===== config.mk =====
export PLATFORM = sky130hd
export DESIGN_NAME = mpt_top
export DESIGN_NICKNAME = d
export VERILOG_FILES = /design/src/rtl/mpt_pkg.sv /design/src/rtl/mpt_prescale.sv /design/src/rtl/mpt_top.sv
export SDC_FILE = /design/constraint.sdc
export NUM_CORES = 1
export LEC_CHECK = 0
export ABC_CLOCK_PERIOD_IN_PS = 3350
export BUFFER_PORTS_ARGS = -buffer_cell sky130_fd_sc_hd__buf_2
export CAP_MARGIN = 20
export CORE_MARGIN = 2
export CORE_UTILIZATION = 40
export CTS_CLUSTER_DIAMETER = 30
export DETAILED_ROUTE_END_ITERATION = 10
export GPL_ROUTABILITY_DRIVEN = 0
export HOLD_SLACK_MARGIN = 0.06
export SLEW_MARGIN = 5
export SYNTH_ARGS = -nofsm -noshare
export SYNTH_HDL_FRONTEND = slang
export SYNTH_SLANG_ARGS = --single-unit

===== constraint.sdc =====
create_clock -name hclk -period 3.35 [get_ports hclk]
set_clock_uncertainty 0.1 [all_clocks]
set_input_delay 0.1675 -clock hclk [delete_from_list [all_inputs] [get_ports hclk]]
set_output_delay 0.1675 -clock hclk [all_outputs]
set_load 0.005 [all_outputs]

===== src/rtl/mpt_pkg.sv =====
package mpt_pkg;

    ////////////////////////////////////////////////////////////////////////////
    // Widths
    localparam int unsigned CNT_W = 15;
    localparam int unsigned REG_W = 16;
    localparam int unsigned DATA_W = 32;
    localparam int unsigned ADDR_W = 8;
    localparam int unsigned PAIRS = 3;
    localparam int unsigned PRE_W = 6;
    localparam int unsigned POST_W = 4;

    ////////////////////////////////////////////////////////////////////////////
    // Register byte addresses
    localparam logic [ADDR_W-1:0] OFS_TCON = 8'h00;
    localparam logic [ADDR_W-1:0] OFS_TMR = 8'h04;
    localparam logic [ADDR_W-1:0] OFS_TPER = 8'h08;
    localparam logic [ADDR_W-1:0] OFS_SECMP = 8'h0C;
    localparam logic [ADDR_W-1:0] OFS_CON1 = 8'h10;
    localparam logic [ADDR_W-1:0] OFS_KEY = 8'h14;

    ////////////////////////////////////////////////////////////////////////////
    // Field positions
    localparam int unsigned TCON_RUN_BIT = 15;
    localparam int unsigned TCON_IDLE_BIT = 13;
    localparam int unsigned TCON_OPS_LSB = 4;
    localparam int unsigned TCON_CKPS_LSB = 2;
    localparam int unsigned TCON_MOD_LSB = 0;
    localparam int unsigned TMR_DIR_BIT = 15;
    localparam int unsigned SECMP_DIR_BIT = 15;
    localparam int unsigned CON1_PAIR_INDEPENDENT_LSB = 8;
    localparam int unsigned CON1_PENH_LSB = 4;
    localparam int unsigned CON1_PENL_LSB = 0;

    ////////////////////////////////////////////////////////////////////////////
    // Reset values and constants
    localparam logic [REG_W-1:0] TCON_RST = 16'h0000;
    localparam logic [CNT_W-1:0] CNT_ZERO = 15'h0000;
    localparam logic [CNT_W-1:0] CNT_ONE = 15'h0001;
    localparam logic [REG_W-1:0] SECMP_RST = 16'h0000;
    localparam logic [PAIRS-1:0] PAIR_RST = 3'h0;
    localparam logic [POST_W-1:0] POST_ZERO = 4'h0;
    localparam logic [POST_W-1:0] POST_ONE = 4'h1;
    localparam logic [PRE_W-1:0] PRE_ZERO = 6'h00;
    localparam logic [PRE_W-1:0] PRE_ONE = 6'h01;
    localparam logic [REG_W-1:0] KEY_FIRST = 16'hABCD;
    localparam logic [REG_W-1:0] KEY_SECOND = 16'h4321;
    localparam logic [DATA_W-1:0] RDATA_ZERO = 32'h0000_0000;

    // Time base count modes
    localparam logic [1:0] MODE_FREE = 2'h0;
    localparam logic [1:0] MODE_SINGLE = 2'h1;
    localparam logic [1:0] MODE_UPDOWN = 2'h2;
    localparam logic [1:0] MODE_UPDOWN_DBL = 2'h3;

    // Prescaler terminal counts for 1:1, 1:4, 1:16, 1:64
    localparam logic [PRE_W-1:0] PRE_TC_1 = 6'h00;
    localparam logic [PRE_W-1:0] PRE_TC_4 = 6'h03;
    localparam logic [PRE_W-1:0] PRE_TC_16 = 6'h0F;
    localparam logic [PRE_W-1:0] PRE_TC_64 = 6'h3F;

    typedef enum logic [1:0] {KEY_IDLE, KEY_HALF, KEY_OPEN} mpt_key_t;

    function automatic logic [PRE_W-1:0] mpt_pre_tc(input logic [1:0] code);
        case (code)
            2'h0: mpt_pre_tc = PRE_TC_1;
            2'h1: mpt_pre_tc = PRE_TC_4;
            2'h2: mpt_pre_tc = PRE_TC_16;
            default: mpt_pre_tc = PRE_TC_64;
        endcase
    endfunction : mpt_pre_tc

endpackage : mpt_pkg


===== src/rtl/mpt_prescale.sv =====
module mpt_prescale import mpt_pkg::*; (
    input wire logic hclk,
    input wire logic hresetn,
    input wire logic run,
    input wire logic [1:0] in_prescale,
    output logic tick
);

    typedef struct packed {
        logic [PRE_W-1:0] cnt;
        logic tick;
    } mpt_pre_state_t;

    localparam mpt_pre_state_t PRE_RST = '{cnt: PRE_ZERO, tick: 1'b0};

    mpt_pre_state_t st_ff;
    mpt_pre_state_t nxt_st;

    // Divides the clock into one-cycle ticks at 1, 4, 16 or 64 cycles
    always_comb begin
        nxt_st = st_ff;
        nxt_st.tick = 1'b0;
        if (!run) begin
            nxt_st.cnt = PRE_ZERO;
        end else if (st_ff.cnt >= mpt_pre_tc(in_prescale)) begin
            nxt_st.cnt = PRE_ZERO;
            nxt_st.tick = 1'b1;
        end else begin
            nxt_st.cnt = st_ff.cnt + PRE_ONE;
        end
    end

    always_ff @(posedge hclk or negedge hresetn) begin
        if (!hresetn) begin
            st_ff <= PRE_RST;
        end else begin
            st_ff <= nxt_st;
        end
    end

    assign tick = st_ff.tick;

endmodule : mpt_prescale


===== src/rtl/mpt_top.sv =====
//////////////////////////////////////////////////////////////////////////////
// Function
// - Time base counts only while timebase_run is set.
// - With idle_halt set, the time base stops while the processor idles.
// - Output events divided by out_postscale plus one, 1:1 to 1:16.
// - Count clock is hclk divided by 1, 4, 16 or 64.
// - Mode 00 runs the time base free.
// - Mode 01 gives one pulse then clears timebase_run.
// - Mode 10 counts continuously up and down.
// - Mode 11 counts up and down with events at both turning points.
// - count_down_flag reads at count bit 15; writes leave it unchanged.
// - Count value readable and writable in bits 14-0.
// - Period held in bits 14-0, bit 15 reads zero.
// - Special event fires when compare value equals the count.
// - Special event only when event_direction equals count_down_flag.
// - pair_independent bit per pair: 1 independent, 0 complementary.
// - high_pin_enable bit gives high pin to the PWM, else released.
// - low_pin_enable bit gives low pin to the PWM, else released.
// - Pin enables after reset follow pin_reset_owner_cfg inverted.
// - Output pair control written only when unlocked or unguarded.
// - Unimplemented bits read zero and ignore writes.
// - Any other access between keys and the write cancels the unlock.
// - Write guard on by default, config strap can disable it.
// - In complementary mode the low pin is the inverse of the high pin.
//
// The AHB-Lite interface to the registers and the placing of the registers were decided locally.
module mpt_top import mpt_pkg::*; (
    input wire logic hclk,
    input wire logic hresetn,
    input wire logic hsel,
    input wire logic [31:0] haddr,
    input wire logic [1:0] htrans,
    input wire logic hwrite,
    input wire logic [2:0] hsize,
    input wire logic [31:0] hwdata,
    input wire logic hready,
    output logic hreadyout,
    output logic hresp,
    output logic [31:0] hrdata,
    input wire logic cpu_idle,
    input wire logic pin_reset_owner_cfg,
    input wire logic write_guard_cfg,
    input wire logic [2:0] pwm_high_src,
    input wire logic [2:0] pwm_low_src,
    output logic [2:0] high_pin_out,
    output logic [2:0] high_pin_oe,
    output logic [2:0] low_pin_out,
    output logic [2:0] low_pin_oe,
    output logic special_event,
    output logic timebase_event
);

    //////////////////////////////////////////////////////////////////////////
    // State

    typedef struct packed {
        logic timebase_run;
        logic idle_halt;
        logic [POST_W-1:0] out_postscale;
        logic [1:0] in_prescale;
        logic [1:0] timebase_count_mode;
        logic [CNT_W-1:0] timebase_count;
        logic count_down_flag;
        logic [CNT_W-1:0] timebase_period;
        logic event_direction;
        logic [CNT_W-1:0] event_compare_value;
        logic [PAIRS-1:0] pair_independent;
        logic [PAIRS-1:0] high_pin_enable;
        logic [PAIRS-1:0] low_pin_enable;
        logic [POST_W-1:0] post_cnt;
        mpt_key_t key;
        logic guard_off;
        logic strap_done;
        logic ap_valid;
        logic ap_write;
        logic [ADDR_W-1:0] ap_addr;
        logic hreadyout;
        logic [DATA_W-1:0] hrdata;
        logic match_prev;
        logic special_event;
        logic timebase_event;
        logic [PAIRS-1:0] high_pin_out;
        logic [PAIRS-1:0] high_pin_oe;
        logic [PAIRS-1:0] low_pin_out;
        logic [PAIRS-1:0] low_pin_oe;
    } mpt_state_t;

    localparam mpt_state_t STATE_RST = '{
        timebase_run: 1'b0,
        idle_halt: 1'b0,
        out_postscale: POST_ZERO,
        in_prescale: 2'h0,
        timebase_count_mode: MODE_FREE,
        timebase_count: CNT_ZERO,
        count_down_flag: 1'b0,
        timebase_period: CNT_ZERO,
        event_direction: 1'b0,
        event_compare_value: CNT_ZERO,
        pair_independent: PAIR_RST,
        high_pin_enable: PAIR_RST,
        low_pin_enable: PAIR_RST,
        post_cnt: POST_ZERO,
        key: KEY_IDLE,
        guard_off: 1'b0,
        strap_done: 1'b0,
        ap_valid: 1'b0,
        ap_write: 1'b0,
        ap_addr: 8'h00,
        hreadyout: 1'b1,
        hrdata: RDATA_ZERO,
        match_prev: 1'b1,
        special_event: 1'b0,
        timebase_event: 1'b0,
        high_pin_out: PAIR_RST,
        high_pin_oe: PAIR_RST,
        low_pin_out: PAIR_RST,
        low_pin_oe: PAIR_RST
    };

    mpt_state_t st_ff;
    mpt_state_t nxt_st;
    logic count_tick;
    logic tb_active;

    //////////////////////////////////////////////////////////////////////////
    // Decoding

    function automatic logic is_mapped(input logic [ADDR_W-1:0] a);
        if (a == OFS_TCON) begin
            is_mapped = 1'b1;
        end else if (a == OFS_TMR) begin
            is_mapped = 1'b1;
        end else if (a == OFS_TPER) begin
            is_mapped = 1'b1;
        end else if (a == OFS_SECMP) begin
            is_mapped = 1'b1;
        end else if (a == OFS_CON1) begin
            is_mapped = 1'b1;
        end else if (a == OFS_KEY) begin
            is_mapped = 1'b1;
        end else begin
            is_mapped = 1'b0;
        end
    endfunction : is_mapped

    function automatic logic [REG_W-1:0] read_reg(input mpt_state_t s, input logic [ADDR_W-1:0] a);
        read_reg = '0;
        if (!is_mapped(a)) begin
            read_reg = '0;
        end else if (a == OFS_TCON) begin
            read_reg[TCON_RUN_BIT] = s.timebase_run;
            read_reg[TCON_IDLE_BIT] = s.idle_halt;
            read_reg[TCON_OPS_LSB +: POST_W] = s.out_postscale;
            read_reg[TCON_CKPS_LSB +: 2] = s.in_prescale;
            read_reg[TCON_MOD_LSB +: 2] = s.timebase_count_mode;
        end else if (a == OFS_TMR) begin
            read_reg[TMR_DIR_BIT] = s.count_down_flag;
            read_reg[CNT_W-1:0] = s.timebase_count;
        end else if (a == OFS_TPER) begin
            read_reg[CNT_W-1:0] = s.timebase_period;
        end else if (a == OFS_SECMP) begin
            read_reg[SECMP_DIR_BIT] = s.event_direction;
            read_reg[CNT_W-1:0] = s.event_compare_value;
        end else if (a == OFS_CON1) begin
            read_reg[CON1_PAIR_INDEPENDENT_LSB +: PAIRS] = s.pair_independent;
            read_reg[CON1_PENH_LSB +: PAIRS] = s.high_pin_enable;
            read_reg[CON1_PENL_LSB +: PAIRS] = s.low_pin_enable;
        end
    endfunction : read_reg

    //////////////////////////////////////////////////////////////////////////
    // Count clock divider

    assign tb_active = st_ff.timebase_run && !(st_ff.idle_halt && cpu_idle);

    mpt_prescale u_prescale (
        .hclk(hclk),
        .hresetn(hresetn),
        .run(tb_active),
        .in_prescale(st_ff.in_prescale),
        .tick(count_tick)
    );

    //////////////////////////////////////////////////////////////////////////
    // Next state

    always_comb begin
        logic raw_event;
        logic match_now;
        logic [REG_W-1:0] wd;
        raw_event = 1'b0;
        match_now = 1'b0;
        wd = hwdata[REG_W-1:0];
        nxt_st = st_ff;
        nxt_st.special_event = 1'b0;
        nxt_st.timebase_event = 1'b0;

        // Straps are caught on the first edge after reset release
        if (!st_ff.strap_done) begin
            nxt_st.strap_done = 1'b1;
            nxt_st.high_pin_enable = {PAIRS{!pin_reset_owner_cfg}};
            nxt_st.low_pin_enable = {PAIRS{!pin_reset_owner_cfg}};
            nxt_st.guard_off = !write_guard_cfg;
        end

        // Time base stepping on each divided tick
        if (tb_active && count_tick) begin
            case (st_ff.timebase_count_mode)
                MODE_FREE: begin
                    nxt_st.count_down_flag = 1'b0;
                    if (st_ff.timebase_count >= st_ff.timebase_period) begin
                        nxt_st.timebase_count = CNT_ZERO;
                        raw_event = 1'b1;
                    end else begin
                        nxt_st.timebase_count = st_ff.timebase_count + CNT_ONE;
                    end
                end
                MODE_SINGLE: begin
                    nxt_st.count_down_flag = 1'b0;
                    if (st_ff.timebase_count >= st_ff.timebase_period) begin
                        nxt_st.timebase_count = CNT_ZERO;
                        nxt_st.timebase_run = 1'b0;
                        raw_event = 1'b1;
                    end else begin
                        nxt_st.timebase_count = st_ff.timebase_count + CNT_ONE;
                    end
                end
                default: begin
                    if (!st_ff.count_down_flag) begin
                        if (st_ff.timebase_count >= st_ff.timebase_period) begin
                            nxt_st.count_down_flag = 1'b1;
                            if (st_ff.timebase_count != CNT_ZERO) begin
                                nxt_st.timebase_count = st_ff.timebase_count - CNT_ONE;
                            end
                            raw_event = (st_ff.timebase_count_mode == MODE_UPDOWN_DBL);
                        end else begin
                            nxt_st.timebase_count = st_ff.timebase_count + CNT_ONE;
                        end
                    end else begin
                        if (st_ff.timebase_count == CNT_ZERO) begin
                            nxt_st.count_down_flag = 1'b0;
                            if (st_ff.timebase_period != CNT_ZERO) begin
                                nxt_st.timebase_count = CNT_ONE;
                            end
                            raw_event = 1'b1;
                        end else begin
                            nxt_st.timebase_count = st_ff.timebase_count - CNT_ONE;
                        end
                    end
                end
            endcase
        end

        // Output postscaler
        if (raw_event) begin
            if (st_ff.post_cnt >= st_ff.out_postscale) begin
                nxt_st.post_cnt = POST_ZERO;
                nxt_st.timebase_event = 1'b1;
            end else begin
                nxt_st.post_cnt = st_ff.post_cnt + POST_ONE;
            end
        end

        // Special event comparator, one pulse per arrival at the match
        match_now = (st_ff.event_compare_value == st_ff.timebase_count)
            && (st_ff.event_direction == st_ff.count_down_flag);
        nxt_st.match_prev = match_now;
        nxt_st.special_event = match_now && !st_ff.match_prev;

        // Bus data phase: one wait state, then answer
        if (st_ff.ap_valid) begin
            nxt_st.ap_valid = 1'b0;
            nxt_st.hreadyout = 1'b1;
            nxt_st.key = KEY_IDLE;
            if (!st_ff.ap_write) begin
                // Read data stands until the next read replaces it
                nxt_st.hrdata = RDATA_ZERO;
                nxt_st.hrdata[REG_W-1:0] = read_reg(st_ff, st_ff.ap_addr);
            end else if (st_ff.ap_addr == OFS_TCON) begin
                nxt_st.timebase_run = wd[TCON_RUN_BIT];
                nxt_st.idle_halt = wd[TCON_IDLE_BIT];
                nxt_st.out_postscale = wd[TCON_OPS_LSB +: POST_W];
                nxt_st.in_prescale = wd[TCON_CKPS_LSB +: 2];
                nxt_st.timebase_count_mode = wd[TCON_MOD_LSB +: 2];
            end else if (st_ff.ap_addr == OFS_TMR) begin
                nxt_st.timebase_count = wd[CNT_W-1:0];
            end else if (st_ff.ap_addr == OFS_TPER) begin
                nxt_st.timebase_period = wd[CNT_W-1:0];
            end else if (st_ff.ap_addr == OFS_SECMP) begin
                nxt_st.event_direction = wd[SECMP_DIR_BIT];
                nxt_st.event_compare_value = wd[CNT_W-1:0];
            end else if (st_ff.ap_addr == OFS_CON1) begin
                if (st_ff.key == KEY_OPEN || st_ff.guard_off) begin
                    nxt_st.pair_independent = wd[CON1_PAIR_INDEPENDENT_LSB +: PAIRS];
                    nxt_st.high_pin_enable = wd[CON1_PENH_LSB +: PAIRS];
                    nxt_st.low_pin_enable = wd[CON1_PENL_LSB +: PAIRS];
                end
            end else if (st_ff.ap_addr == OFS_KEY) begin
                if (wd == KEY_FIRST) begin
                    nxt_st.key = KEY_HALF;
                end else if (st_ff.key == KEY_HALF && wd == KEY_SECOND) begin
                    nxt_st.key = KEY_OPEN;
                end
            end
        end

        // Bus address phase
        if (hsel && htrans[1] && hready) begin
            nxt_st.ap_valid = 1'b1;
            nxt_st.ap_write = hwrite;
            nxt_st.ap_addr = haddr[ADDR_W-1:0];
            nxt_st.hreadyout = 1'b0;
            if (haddr[DATA_W-1:ADDR_W] != '0) begin
                nxt_st.ap_addr = OFS_KEY + 8'h04;
            end
        end

        // Pin drive per pair
        for (int i = 0; i < PAIRS; i++) begin
            nxt_st.high_pin_out[i] = pwm_high_src[i];
            nxt_st.low_pin_out[i] = st_ff.pair_independent[i] ? pwm_low_src[i]
                                                              : !pwm_high_src[i];
            nxt_st.high_pin_oe[i] = st_ff.high_pin_enable[i];
            nxt_st.low_pin_oe[i] = st_ff.low_pin_enable[i];
        end
    end

    //////////////////////////////////////////////////////////////////////////
    // Registers

    always_ff @(posedge hclk or negedge hresetn) begin
        if (!hresetn) begin
            st_ff <= STATE_RST;
        end else begin
            st_ff <= nxt_st;
        end
    end

    //////////////////////////////////////////////////////////////////////////
    // Outputs

    assign hreadyout = st_ff.hreadyout;
    assign hresp = 1'b0;
    assign hrdata = st_ff.hrdata;
    assign high_pin_out = st_ff.high_pin_out;
    assign high_pin_oe = st_ff.high_pin_oe;
    assign low_pin_out = st_ff.low_pin_out;
    assign low_pin_oe = st_ff.low_pin_oe;
    assign special_event = st_ff.special_event;
    assign timebase_event = st_ff.timebase_event;

endmodule : mpt_top


==> run_results.csv <==
group,metric,value,unit
setup_path,regToRegStartpoint,"st_ff[113]",
final_layout,nNetsFinal,1011,
setup_path,cp-start-kind,"register",
synth,synth_top_cell_by_area,"dfrtp_1",
synth,avgSynthCellArea,9.322,um2
sta,max_slew.worst_pin.slew,0.7882,ns
grt,grt_pass1_vias,6145,
floorplan,core,18020,um2
setup_path,path_cells,"or4_4, or3_1, or3_4, o21ai_4, nor2_2, a31oi_1, o31ai_1",
synth,yosys_warnings,0,
sta,rsz0062_at_grt,"false",
synth,synth_area_leaders,"dfrtp_1 41%, ha_1 5.1%, buf_4 4.6%, mux2_2 4.4%, nand2_1 3.7%",
grt,grt_max_degree,56,
final_layout,layout_common_cells,"121 x dfrtp_1, 92 x buf_2, 73 x nand2_1",
sta,min_period,3.034,ns
power_and_ir_drop,p_sw,1363,uW
synth,syn-instance-count,793,
drt,vias,6299,
clocking,post_cts.repair.setup_buffers,0,
floorplan,num_rows,49,
setup_path,crit_start,"st_ff[113]",
sta,holdWs,0.07034,ns
sta,period_share,90.56,%
power_and_ir_drop,power.share.clock,40.6,%
grt,global_route.usage.met3,5.504,%
drt,firstDrtPassIters,5,
hold_path,min_to,"u_prescale.tick",
grt,met2_usage,34.20,%
drt,wl_per_cell,18.40,um
clocking,cts_tree,"done",
setup_path,rrSetupSlack,0.32,ns
floorplan,chipHeight,139.9,um
synth,synth_cell_types,70,
final_layout,syn_to_final_growth,19.89,%
clocking,cts_htree_levels,4,
setup_path,cp_slowest_cell,"or4_4",
floorplan,num_io_pins,131,
sta,hold_viol,0,
power_and_ir_drop,p_per_area,505.2,nW/um2
sta,slew_viol_final,0,
setup_path,critPathKind,"reg2reg",
setup_path,cp.depth,7,
setup_path,critPathMaxStageDelay,0.57,ns
final_layout,drive_gt1_share,22.61,%
floorplan,fp.dieArea,19580,um2
sta,fin_setup_tns,0,ns
grt,grt_pass1_wl,33600,um
final_layout,diodes,0,
power_and_ir_drop,leakagePower,0.004001,uW
placement,io_buffers,93,
drt,drt_iter0_drc,513,
clocking,clk_pin_slew_worst_paths,0.06,ns
grt,antenna_found_initial,0,
drt,avgViaCountPerCell,5.525,
sta,finalSetupViolations,0,
sta,slew_headroom,47.45,%
grt,grt_use_met1,29.84,%
grt,busiest_layer,"met2",
setup_path,required,3.55,ns
drt,wl,20980,um
drt,ant_nets,0,
final_layout,design_area,8862,um2
setup_path,endpoint_kind,"register",
setup_path,crit_buf_inv,0,
grt,grt_usage,21.94,%
final_layout,layout_commonest_cell,"dfrtp_1",
hold_path,min_path_type,"in2reg",
clocking,numCtsBuffers,17,
power_and_ir_drop,max-vdd-ir-drop,0.0003302,V
synth,synth_area,7392,um2
setup_path,cpLargestDelayFamily,"simple AND/OR/NAND/NOR gates",
grt,overflow,0,
clocking,cts.sinks,123,
floorplan,initial_utilization,41.01,%
floorplan,die_w,139.9,um
synth,async_flop_share,100.0,%
power_and_ir_drop,p_comb_share,20.8,%
clocking,clk-insertion-delay-late,0.42,ns
drt,drc,0,
synth,ys.flop_type,"dfrtp_1",
setup_path,r2r-end,"st_ff[112]",
setup_path,crit_fanout,13,
setup_path,cp.arrival,3.23,ns
synth,ys_seq_area_share,41.67,%
hold_path,min_from,"cpu_idle",
placement,dp_hpwl,15300,um
power_and_ir_drop,internal-power,3114,uW
hold_path,hold_depth,3,
placement,placed_area,7943,um2
outcome,status,"completed",
synth,synth-seq-cells,123,
setup_path,reg2regPathDepth,7,
clocking,cts-resized-gates,0,
job,cap_viol_max_count,0,
final_layout,post-route-util,49.17,%
sta,max_freq,0.3296,GHz
clocking,cts_root_buf,"clkbuf_16",
synth,synth_top_area_share,40.96,%
power_and_ir_drop,p_seq_share,38.6,%
synth,synth_edf_count,0,
clocking,clockBufferDepth,2,
power_and_ir_drop,sw_frac_of_total,30.44,%
cells in the mapped netlist, types with 3 or more instances:
| library cell | instances |
|---|---|
| buf_6 | 3 |
| or2_2 | 5 |
| dfrtp_1 | 121 |
| o21ai_1 | 8 |
| o22ai_1 | 8 |
| clkbuf_1 | 38 |
| nand4_1 | 12 |
| xnor2_1 | 23 |
| a22oi_1 | 9 |
| nand3_1 | 23 |
| nand3b_1 | 4 |
| a221o_1 | 3 |
| nand2_1 | 73 |
| and2_1 | 5 |
| a21oi_1 | 42 |
| nand2b_1 | 7 |
| ha_1 | 30 |
| mux2i_1 | 11 |
| a21o_1 | 5 |
| nor2b_1 | 4 |
| nor2_1 | 45 |
| xor2_1 | 4 |
| o211ai_1 | 10 |
| a221oi_1 | 6 |
| nor4_1 | 14 |
| o21ai_0 | 51 |
| inv_1 | 44 |
| a31oi_1 | 13 |
| or4_1 | 4 |
| a21boi_0 | 6 |
| buf_4 | 45 |
| and3_1 | 5 |
| a32o_1 | 4 |
| a22o_1 | 19 |
| nor3_1 | 12 |
| o31ai_1 | 5 |
| mux2_2 | 29 |
repair_timing:
item,CTS,global route
hold buffers,34,0
endpoints found under the setup margin,0,0
endpoints found under the hold margin,124,0
power groups by stage:
stage	Sequential, uW	Combinational (uW)	Clock (uW)
2_1_floorplan	1700	618	0
3_3_place_gp	1750	878	0
3_5_place_dp	1750	889	0
4_1_cts	1730	924	1840
5_1_grt	1750	1040	1900
6_report	1730	933	1820
per-stage QoR:
| step | cells | total power (uW) | setup WS (ns) |
|---|---|---|---|
| final | 1140 | 4477 | 0.3162 |
| after global placement | 1074 | 2626 | 0.3945 |
| after global routing | 1140 | 4689 | 0.1177 |
| after CTS | 1140 | 4489 | 0.3505 |
| after detailed placement | 1074 | 2640 | 0.3700 |
| after floorplan | 809 | 2318 | 0.6231 |
registers in the layout, summed over array words and instances (netlist names):
register,flops
low_pin_out,3
timebase_event,1
special_event,1
hrdata,16
low_pin_oe,3
st_ff,79
high_pin_out,3
high_pin_oe,3
u_prescale.tick,1
hreadyout,1
nxt_st,6
u_prescale.st_ff,6
per-layer routing:
layer  vias to the layer above  wire length (um)
met2                       183              9529
met1                      3056              9795
li1                       3017                 -
met3                        43              1095
met5                         -                 0
met4                         0               554
worst reg2reg max path, delay by kind of cell, from the launching register on:
family           cells  cell delay [ns]
AND/OR/NAND/NOR      4             1.74
AO/OA/AOI/OAI        3             0.63
flip-flops           1             0.45
cell families (layout without fill, tap and decap cells):
group           count (synthesis)  after routing  synth area share [%]
flops                         123            123                 41.67
compound gates                212            212                 19.40
fa+ha+maj                      30             30                 5.078
mux                            40             40                 5.907
buf+inv                       133            235                 9.377
other cells                     2             18                0.1016
xor+xnor                       27             27                 3.199
simple gates                  226            226                 15.27
how the worst max path moves through the flow:
stage	slack, ns	end
global route	0.12	st_ff[116]
floorplan	0.62	st_ff[111]
global placement	0.39	st_ff[112]
detailed placement	0.37	st_ff[112]
finish	0.32	st_ff[112]
CTS	0.35	st_ff[112]
final cells by class:
| type | instances | area, um2 |
|---|---|---|
| clock buffers | 21 | 460.4 |
| clock inverters | 11 | 118.9 |
| fillers | 1673 | 9163 |
| inverters | 44 | 165.2 |
| multi-input cells | 553 | 3690 |
| flip-flops and latches | 123 | 3080 |
| well taps | 229 | 286.5 |
| repair buffers | 159 | 1061 |
No activity file was read; power rests on OpenSTA's default activity.
